### config.mk
export PLATFORM = sky130hd
export DESIGN_NAME = csf_core_regs
export DESIGN_NICKNAME = d
export VERILOG_FILES = /design/src/core/csf_pkg.sv /design/src/core/csf_core_regs.sv /design/src/core/csf_bank_mem.sv /design/src/core/csf_flag_unit.sv
export SDC_FILE = /design/constraint.sdc
export NUM_CORES = 1
export LEC_CHECK = 0
export BUFFER_PORTS_ARGS = -buffer_cell sky130_fd_sc_hd__buf_2
export CORE_UTILIZATION = 30
export CTS_CLUSTER_DIAMETER = 100
export CTS_CLUSTER_SIZE = 14
export DETAILED_ROUTE_END_ITERATION = 10
export SYNTH_ARGS = -nofsm -noshare
export SYNTH_HDL_FRONTEND = slang
export SYNTH_SLANG_ARGS = --single-unit
### constraint.sdc
create_clock -name pclk -period 2.81 [get_ports pclk]
set_clock_uncertainty 0.15 [all_clocks]
set_input_delay 0.281 -clock pclk [delete_from_list [all_inputs] [get_ports pclk]]
set_output_delay 0.281 -clock pclk [all_outputs]
set_load 0.01 [all_outputs]
### src/core/csf_pkg.sv
// Purpose: shared constants and types of the core state and flag registers
// Assumes: 32-bit APB data, 16-bit core registers, 11-bit flag register
// Notes:   offsets are byte addresses of aligned words
// ============================================================================
// package
package csf_pkg;

	// ========================================================================
	// widths
	localparam int DATA_W    = 16;
	localparam int FLAG_W    = 11;
	localparam int ADDR_W    = 12;
	localparam int BANK_REGS = 7;
	localparam int GPR_IDX_W = 3;
	localparam int MEM_AW    = 4;

	// ========================================================================
	// register offsets
	localparam logic [11:0] OFS_USP    = 12'h000;
	localparam logic [11:0] OFS_ISP    = 12'h004;
	localparam logic [11:0] OFS_SB     = 12'h008;
	localparam logic [11:0] OFS_FLG    = 12'h00C;
	localparam logic [11:0] OFS_ASP    = 12'h010;
	localparam logic [11:0] OFS_BANK0  = 12'h040;
	localparam logic [11:0] OFS_BANK1  = 12'h060;

	// ========================================================================
	// flag bit positions
	localparam int FLG_C      = 0;
	localparam int FLG_D      = 1;
	localparam int FLG_Z      = 2;
	localparam int FLG_S      = 3;
	localparam int FLG_B      = 4;
	localparam int FLG_O      = 5;
	localparam int FLG_I      = 6;
	localparam int FLG_U      = 7;
	localparam int FLG_IPL_LO = 8;
	localparam int FLG_IPL_HI = 10;

	// ========================================================================
	// general register index within a bank
	localparam logic [2:0] GPR_R0 = 3'h0;
	localparam logic [2:0] GPR_R1 = 3'h1;
	localparam logic [2:0] GPR_R2 = 3'h2;
	localparam logic [2:0] GPR_R3 = 3'h3;
	localparam logic [2:0] GPR_A0 = 3'h4;
	localparam logic [2:0] GPR_A1 = 3'h5;
	localparam logic [2:0] GPR_FB = 3'h6;

	// ========================================================================
	// values after reset
	localparam logic [15:0] RST_USP = 16'h0000;
	localparam logic [15:0] RST_ISP = 16'h0000;
	localparam logic [15:0] RST_SB  = 16'h0000;
	localparam logic [10:0] RST_FLG = 11'h000;
	localparam logic [31:0] RST_RD  = 32'h0000_0000;

	// ========================================================================
	// register select decoded from the bus address
	typedef enum logic [2:0] {
		CSF_SEL_USP  = 3'b000,
		CSF_SEL_ISP  = 3'b001,
		CSF_SEL_SB   = 3'b010,
		CSF_SEL_FLG  = 3'b011,
		CSF_SEL_ASP  = 3'b100,
		CSF_SEL_BANK = 3'b101,
		CSF_SEL_NONE = 3'b110
	} csf_sel_t;

endpackage

### src/core/csf_core_regs.sv
// Purpose: stack pointers, static base, flag register and general register banks
// Assumes: APB slave for software, a direct port for the ALU and the core
// Notes:   core writes win over bus writes to the same storage
//
// The APB slave port and the register addresses are this design's own decisions.
`timescale 1ns/1ps

// Notes on behaviour
// [RULE1] two 16-bit stack pointers, one user and one interrupt
// [RULE2] stack select flag picks which pointer acts as the active pointer
// [RULE3] a 16-bit static base register is held and driven to the core
// [RULE4] flag register is 11 bits and shows the present core state
// [RULE5] carry flag takes the carry, borrow or shift-out from the ALU
// [RULE6] software keeps the debug flag at zero; hardware only stores it
// [RULE7] zero flag is 1 for a zero result, else 0
// [RULE8] sign flag is 1 for a negative result, else 0
// [RULE9] bank flag 0 routes register access to bank 0, 1 to bank 1
// [RULE10] overflow flag is 1 when the operation overflows, else 0
// [RULE11] each bank holds four data, two address and one frame base register
// [RULE12] stack select 0 picks the interrupt pointer, 1 the user pointer
module csf_core_regs
	import csf_pkg::*;
#(
	parameter int WIDTH = DATA_W
) (
	input  wire logic                 pclk,
	input  wire logic                 presetn,
	input  wire logic [ADDR_W-1:0]    paddr,
	input  wire logic                 psel,
	input  wire logic                 penable,
	input  wire logic                 pwrite,
	input  wire logic [31:0]          pwdata,
	output logic      [31:0]          prdata,
	output logic                      pready,
	output logic                      pslverr,
	input  wire logic                 alu_flag_we,
	input  wire logic [WIDTH-1:0]     alu_result,
	input  wire logic                 alu_carry,
	input  wire logic                 alu_overflow,
	input  wire logic                 sp_we,
	input  wire logic [WIDTH-1:0]     sp_wdata,
	output logic      [WIDTH-1:0]     active_stack_ptr,
	output logic      [WIDTH-1:0]     static_base_reg,
	output logic      [FLAG_W-1:0]    processor_flag_reg,
	input  wire logic [GPR_IDX_W-1:0] gpr_idx,
	input  wire logic                 gpr_we,
	input  wire logic [WIDTH-1:0]     gpr_wdata,
	output logic      [WIDTH-1:0]     gpr_rdata
);

	// ========================================================================
	// checks
	if (WIDTH != DATA_W) begin : g_bad_width
		$error("csf_core_regs: WIDTH must equal the 16-bit register width");
	end

	// ========================================================================
	// address decode
	function automatic csf_sel_t decode_sel(input logic [ADDR_W-1:0] addr);
		csf_sel_t sel;
		sel = CSF_SEL_NONE;
		if (addr == OFS_USP) begin
			sel = CSF_SEL_USP;
		end else if (addr == OFS_ISP) begin
			sel = CSF_SEL_ISP;
		end else if (addr == OFS_SB) begin
			sel = CSF_SEL_SB;
		end else if (addr == OFS_FLG) begin
			sel = CSF_SEL_FLG;
		end else if (addr == OFS_ASP) begin
			sel = CSF_SEL_ASP;
		end else if (addr[1:0] == 2'h0 && (addr[11:5] == OFS_BANK0[11:5]
				|| addr[11:5] == OFS_BANK1[11:5]) && addr[4:2] < 3'(BANK_REGS)) begin
			sel = CSF_SEL_BANK;
		end
		return sel;
	endfunction

	// bank word address: bank number on top, register index below
	function automatic logic [MEM_AW-1:0] mem_addr(input logic bank,
			input logic [GPR_IDX_W-1:0] idx);
		return {bank, idx};
	endfunction

	// ========================================================================
	// declarations
	csf_sel_t          sel;
	logic              acc;
	logic              bus_wr;
	logic              core_gpr_wr;
	logic              bank_wr_stall;
	logic              bus_bank;
	logic [WIDTH-1:0]  usp_q;
	logic [WIDTH-1:0]  usp_d;
	logic [WIDTH-1:0]  isp_q;
	logic [WIDTH-1:0]  isp_d;
	logic [WIDTH-1:0]  sb_q;
	logic [WIDTH-1:0]  sb_d;
	logic [FLAG_W-1:0] flg_q;
	logic [FLAG_W-1:0] flg_d;
	logic [WIDTH-1:0]  asp_q;
	logic [WIDTH-1:0]  asp_d;
	logic              mem_we;
	logic [MEM_AW-1:0] mem_waddr;
	logic [WIDTH-1:0]  mem_wdata;
	logic [WIDTH-1:0]  mem_rd_core;
	logic [WIDTH-1:0]  mem_rd_bus;

	// ========================================================================
	// bus handshake
	assign sel           = decode_sel(paddr);
	assign acc           = psel && penable;
	assign bus_bank      = (paddr[11:5] == OFS_BANK1[11:5]);
	assign core_gpr_wr   = gpr_we && (gpr_idx < 3'(BANK_REGS));          // [RULE11]
	// a bank write from the bus waits while the core owns the write port
	assign bank_wr_stall = (sel == CSF_SEL_BANK) && pwrite && core_gpr_wr;
	assign pready        = !bank_wr_stall;
	assign pslverr       = acc && pready
		&& ((sel == CSF_SEL_NONE) || ((sel == CSF_SEL_ASP) && pwrite));
	assign bus_wr        = acc && pready && pwrite && !pslverr;

	// ========================================================================
	// stack pointers and static base
	always_comb begin
		usp_d = usp_q;
		isp_d = isp_q;
		sb_d  = sb_q;
		if (bus_wr && sel == CSF_SEL_USP) begin
			usp_d = pwdata[WIDTH-1:0];                                    // [RULE1]
		end
		if (bus_wr && sel == CSF_SEL_ISP) begin
			isp_d = pwdata[WIDTH-1:0];                                    // [RULE1]
		end
		if (bus_wr && sel == CSF_SEL_SB) begin
			sb_d = pwdata[WIDTH-1:0];                                     // [RULE3]
		end
		// a core stack write lands in whichever pointer is active now
		if (sp_we) begin
			if (flg_q[FLG_U]) begin                                       // [RULE12]
				usp_d = sp_wdata;                                         // [RULE2]
			end else begin
				isp_d = sp_wdata;                                         // [RULE2]
			end
		end
		// active pointer follows the select bit as it will stand next cycle
		asp_d = flg_d[FLG_U] ? usp_d : isp_d;                             // [RULE2] [RULE12]
	end

	// ========================================================================
	// flag register
	csf_flag_unit #(
		.WIDTH        (WIDTH)
	) u_flag (
		.flag_q       (flg_q),
		.sw_we        (bus_wr && sel == CSF_SEL_FLG),
		.sw_wdata     (pwdata[FLAG_W-1:0]),                               // [RULE6]
		.alu_flag_we  (alu_flag_we),
		.alu_result   (alu_result),
		.alu_carry    (alu_carry),
		.alu_overflow (alu_overflow),
		.flag_d       (flg_d)                                             // [RULE4]
	);

	// ========================================================================
	// state registers
	always_ff @(posedge pclk or negedge presetn) begin
		if (!presetn) begin
			usp_q <= RST_USP;
			isp_q <= RST_ISP;
			sb_q  <= RST_SB;
			flg_q <= RST_FLG;
			asp_q <= RST_ISP;
		end else begin
			usp_q <= usp_d;
			isp_q <= isp_d;
			sb_q  <= sb_d;
			flg_q <= flg_d;
			asp_q <= asp_d;
		end
	end

	assign active_stack_ptr   = asp_q;
	assign static_base_reg    = sb_q;                                     // [RULE3]
	assign processor_flag_reg = flg_q;                                    // [RULE4]

	// ========================================================================
	// general register banks
	always_comb begin
		mem_we    = 1'b0;
		mem_waddr = '0;
		mem_wdata = '0;
		if (core_gpr_wr) begin
			mem_we    = 1'b1;
			mem_waddr = mem_addr(flg_q[FLG_B], gpr_idx);                  // [RULE9]
			mem_wdata = gpr_wdata;
		end else if (bus_wr && sel == CSF_SEL_BANK) begin
			mem_we    = 1'b1;
			mem_waddr = mem_addr(bus_bank, paddr[4:2]);
			mem_wdata = pwdata[WIDTH-1:0];
		end
	end

	csf_bank_mem #(
		.WIDTH     (WIDTH),
		.AW        (MEM_AW)
	) u_bank (
		.pclk      (pclk),
		.presetn   (presetn),
		.wr_en     (mem_we),
		.wr_addr   (mem_waddr),
		.wr_data   (mem_wdata),
		.rd_a_addr (mem_addr(flg_q[FLG_B], gpr_idx)),                    // [RULE9]
		.rd_a_data (mem_rd_core),
		.rd_b_addr (mem_addr(bus_bank, paddr[4:2])),
		.rd_b_data (mem_rd_bus)
	);

	assign gpr_rdata = mem_rd_core;

	// ========================================================================
	// read data
	always_comb begin
		prdata = RST_RD;
		if (acc && !pwrite) begin
			case (sel)
				CSF_SEL_USP: begin
					prdata[WIDTH-1:0] = usp_q;
				end
				CSF_SEL_ISP: begin
					prdata[WIDTH-1:0] = isp_q;
				end
				CSF_SEL_SB: begin
					prdata[WIDTH-1:0] = sb_q;
				end
				CSF_SEL_FLG: begin
					prdata[FLAG_W-1:0] = flg_q;
				end
				CSF_SEL_ASP: begin
					prdata[WIDTH-1:0] = asp_q;
				end
				CSF_SEL_BANK: begin
					prdata[WIDTH-1:0] = mem_rd_bus;
				end
				default: begin
					prdata = RST_RD;
				end
			endcase
		end
	end

endmodule

### src/core/csf_bank_mem.sv
// Purpose: storage for both general register banks
// Assumes: one write port, two read ports, read data registered
// Notes:   write and read of one word in one cycle returns the old word
`timescale 1ns/1ps
module csf_bank_mem
	import csf_pkg::*;
#(
	parameter int WIDTH = DATA_W,
	parameter int AW    = MEM_AW
) (
	input  wire logic             pclk,
	input  wire logic             presetn,
	input  wire logic             wr_en,
	input  wire logic [AW-1:0]    wr_addr,
	input  wire logic [WIDTH-1:0] wr_data,
	input  wire logic [AW-1:0]    rd_a_addr,
	output logic      [WIDTH-1:0] rd_a_data,
	input  wire logic [AW-1:0]    rd_b_addr,
	output logic      [WIDTH-1:0] rd_b_data
);

	// ========================================================================
	// checks
	if (WIDTH < 1 || WIDTH > 32) begin : g_bad_width
		$error("csf_bank_mem: WIDTH must be 1 to 32");
	end
	if (AW < 4) begin : g_bad_aw
		$error("csf_bank_mem: AW too small for two banks");
	end

	// ========================================================================
	// storage
	logic [WIDTH-1:0] mem_q [2**AW];
	logic [WIDTH-1:0] rd_a_q;
	logic [WIDTH-1:0] rd_b_q;

	always_ff @(posedge pclk) begin
		if (wr_en) begin
			mem_q[wr_addr] <= wr_data;
		end
	end

	always_ff @(posedge pclk or negedge presetn) begin
		if (!presetn) begin
			rd_a_q <= '0;
			rd_b_q <= '0;
		end else begin
			rd_a_q <= mem_q[rd_a_addr];
			rd_b_q <= mem_q[rd_b_addr];
		end
	end

	assign rd_a_data = rd_a_q;
	assign rd_b_data = rd_b_q;

endmodule

### src/core/csf_flag_unit.sv
// Purpose: next value of the processor flag register
// Assumes: software write and ALU update may arrive in one cycle
// Notes:   ALU result flags override the written value of the same bits
`timescale 1ns/1ps
module csf_flag_unit
	import csf_pkg::*;
#(
	parameter int WIDTH = DATA_W
) (
	input  wire logic [FLAG_W-1:0] flag_q,
	input  wire logic              sw_we,
	input  wire logic [FLAG_W-1:0] sw_wdata,
	input  wire logic              alu_flag_we,
	input  wire logic [WIDTH-1:0]  alu_result,
	input  wire logic              alu_carry,
	input  wire logic              alu_overflow,
	output logic      [FLAG_W-1:0] flag_d
);

	// ========================================================================
	// checks
	if (WIDTH < 2) begin : g_bad_width
		$error("csf_flag_unit: WIDTH must be at least 2");
	end

	// ========================================================================
	// flag update
	always_comb begin
		flag_d = flag_q;
		if (sw_we) begin
			flag_d = sw_wdata;
		end
		if (alu_flag_we) begin
			flag_d[FLG_C] = alu_carry;                       // [RULE5]
			flag_d[FLG_Z] = (alu_result == '0);              // [RULE7]
			flag_d[FLG_S] = alu_result[WIDTH-1];             // [RULE8]
			flag_d[FLG_O] = alu_overflow;                    // [RULE10]
		end
	end

endmodule

==> impl_metrics.json <==
{
  "status": "completed",
  "wl_per_cell_um": 23.8,
  "fin_ws_ns": 0.146,
  "p_per_area_mw_per_mm2": 523,
  "crit_type": "primary input to primary output",
  "fin_crit_sh_pct": 94.8,
  "ys_types": 51,
  "drc": 0,
  "maxCapViolations": 0,
  "endpoint": "prdata[11]",
  "p_switching_mw": 2.50,
  "min_path_type": "primary input to flip-flop",
  "tns_ns": 0,
  "nNetsFinal": 1367,
  "fill_cells": 5138,
  "hpwl_um": 32400,
  "layout_commonest_cell": "edfxtp_1",
  "cts-root-buf": "clkbuf_16",
  "gp_congestion": 0.807,
  "synthCells": 957,
  "top_register": "u_bank.mem_q",
  "cts_sinks": 363,
  "dpl_cell_area_sq_mm": 0.0194,
  "clkPwrFrac_pct": 34.4,
  "postLayoutCoreUtil_pct": 37.7,
  "clk_pin_slew_ns": 0.07,
  "grt_pass1_wl_um": 70200,
  "path_depth": 8,
  "worst_ep_arrival_time_ns": 2.23,
  "first_global_vias": 10900,
  "largest_reg_flops": 256,
  "antenna_found_initial": 3,
  "reg2reg_depth": 5,
  "final-setup-viol-count": 0,
  "synth-seq-cells": 363,
  "grt_use_total_pct": 16.8,
  "worst_r2r_endpoint": "active_stack_ptr[2]",
  "port_buffers": 165,
  "synth_compound_area_share_pct": 6.16,
  "netlist.area_leader.share_pct": 45.5,
  "worst_pin_slew_ns": 0.944,
  "cts_tree": "yes",
  "postSynthAreaPerCell_sq_um": 17.6,
  "whs_ns": 0.0967,
  "seqPwrFrac_pct": 55.3,
  "clk_path_buf_depth": 3,
  "cellLeakagePower_nw": 7.45,
  "async_reset_ff_share_pct": 29.5,
  "antenna_cells": 0,
  "slew_headroom_pct": 37.1,
  "synthSimpleGateAreaFrac_pct": 3.95,
  "die_h_um": 239,
  "synth_flop_cell": "edfxtp_1",
  "synth.area.top_cells": "edfxtp_1 (46%), mux4_2 (21%), dfrtp_1 (16%)",
  "via_count": 10600,
  "clock_latency_ns": 0.58,
  "seq_area_frac_synth_pct": 61.4,
  "layout_common_cells": "edfxtp_1 (256), buf_2 (162), mux4_2 (160)",
  "regToRegStartpoint": "processor_flag_reg[7]",
  "netSwitchingFraction_pct": 22.9,
  "max_freq_ghz": 0.375,
  "max-vdd-ir-drop_v": 0.000473,
  "multiInputGateArea_sq_mm": 0.00626,
  "synth_top_family_by_area": "multiplexers",
  "areaGrowthSynthToFinish_pct": 23.5,
  "stdcell_area_sq_mm": 0.0209,
  "h-tree-depth": 1,
  "drive_gt1_share_pct": 39.2,
  "synth_edf_count": 256,
  "regArea_sq_mm": 0.0104,
  "drt_wl_total_um": 48300,
  "yosys_warnings": 0,
  "critPathSlowestCell": "or4_4",
  "cts_inserted_buffers": 29,
  "vias_per_cell": 5.22,
  "pre_cts_slack_ns": -0.0519,
  "cp_data_required_time_ns": 2.38,
  "syn_area_sq_mm": 0.0169,
  "drv_slew": 0,
  "synth-xor-area-share_pct": 0.0519,
  "crit_path_end_kind": "primary output",
  "core_sq_mm": 0.0553,
  "die_w_um": 239,
  "path_delay_family": "simple AND/OR/NAND/NOR gates",
  "cp.buffers_inverters": 4,
  "yosys.area_share.adder_pct": 0,
  "slowest_delay_ns": 0.58,
  "die_area_sq_mm": 0.0572,
  "r2r_setup_slack_ns": 0.56,
  "critical_path.startpoint_type": "primary input",
  "grt_max_degree": 68,
  "crit_fanout": 5,
  "drt_iter0_markers": 905,
  "path_cells": "buf_2, or4_4, buf_4, nor4_4, o311ai_0, buf_4, a21oi_1, buf_2",
  "combinationalPowerShare_pct": 10.3,
  "post_synth_mux_area_share_pct": 25.6,
  "crit_path_start": "paddr[5]",
  "yosysTopAreaCell": "edfxtp_1",
  "grt_overflow": 0,
  "min_period_ns": 2.66,
  "ios": 198,
  "row_count": 86,
  "dr.pass1.iters": 5,
  "rsz0062_at_grt": "false",
  "antenna_left": 0,
  "internal_power_mw": 8.42,
  "start_util_pct": 30.5,
  "finalHoldViolCount": 0
}
==> tightest hold or removal path, cell delays in order <==
cell and delay [ns]:
buf_2 0.08, a22o_1 0.12, buf_4 0.20
==> cell type report <==
cell class,instances,share of cell area (%)
Tap cell,748,4.49
Clock buffer,51,3.89
Inverter,7,0.126
Multi-Input combinational cell,543,30.0
Timing Repair Buffer,318,11.8
Sequential cell,363,49.7
==> power by group through the flow <==
stage | Clock, mW | Combinational (mW) | Sequential [mW]
finish | 3.75 | 1.13 | 6.03
floorplan | 0 | 0.610 | 6.14
global placement | 0 | 1.05 | 6.14
CTS | 3.86 | 1.14 | 6.03
global route | 4.04 | 1.21 | 6.05
detailed placement | 0 | 1.06 | 6.14
==> how the worst min path moves through the flow <==
stage,startpoint,to,slack (ns),cells after the start
floorplan,presetn,active_stack_ptr[0],-0.16,0
global placement,presetn,processor_flag_reg[9],0.05,1
detailed placement,presetn,processor_flag_reg[9],0.05,1
CTS,gpr_wdata[14],u_bank.mem_q[4][14],0.08,3
global route,paddr[4],u_bank.rd_b_data[0],0.10,3
finish,gpr_wdata[14],u_bank.mem_q[7][14],0.1,3
==> synthesized netlist by cell type, drive strengths merged (2+ instances only) <==
cell type	count
a211oi	3
a21oi	44
a221oi	8
a222oi	8
a22o	23
a22oi	7
a32oi	2
and2	7
and4	2
buf	47
clkbuf	44
dfrtp	107
edfxtp	256
inv	7
mux2	23
mux2i	46
mux4	160
nand2	34
nand2b	3
nand3	5
nand4	4
nor2	53
nor2b	5
nor4	8
o21ai	9
o221ai	16
o2bb2ai	8
or2	2
or3	2
==> cells by family after synthesis <==
kind of cell,count (synthesis)
muxes,229
other,1
xor gates and xnor gates,1
DFF,363
AOI/OAI and AO/OA,135
buffers and inverters,98
and+or+nand+nor,130
==> layer usage <==
metal,GRT usage [%],part of all wire [%],up-vias
li1,-,-,4508
met1,20.8,39,5504
met2,29.4,51,502
met3,3.35,7.8,79
met4,5.23,2.6,2
met5,0,0.041,-
==> per-stage QoR <==
step	power (mW)	cells
global route	11.3	2030
CTS	11.0	2025
finish	10.9	2030
floorplan	6.75	1004
global placement	7.19	1917
detailed placement	7.21	1917
==> repair_timing <==
item                                   4_1_cts  5_1_grt
setup endpoints to repair                    1       12
setup buffers                                0        5
hold buffers                                57        0
resized for setup                            1        1
pin swaps                                    0        1
endpoints found under the hold margin      182        0
(Power assumes the default switching activity.)
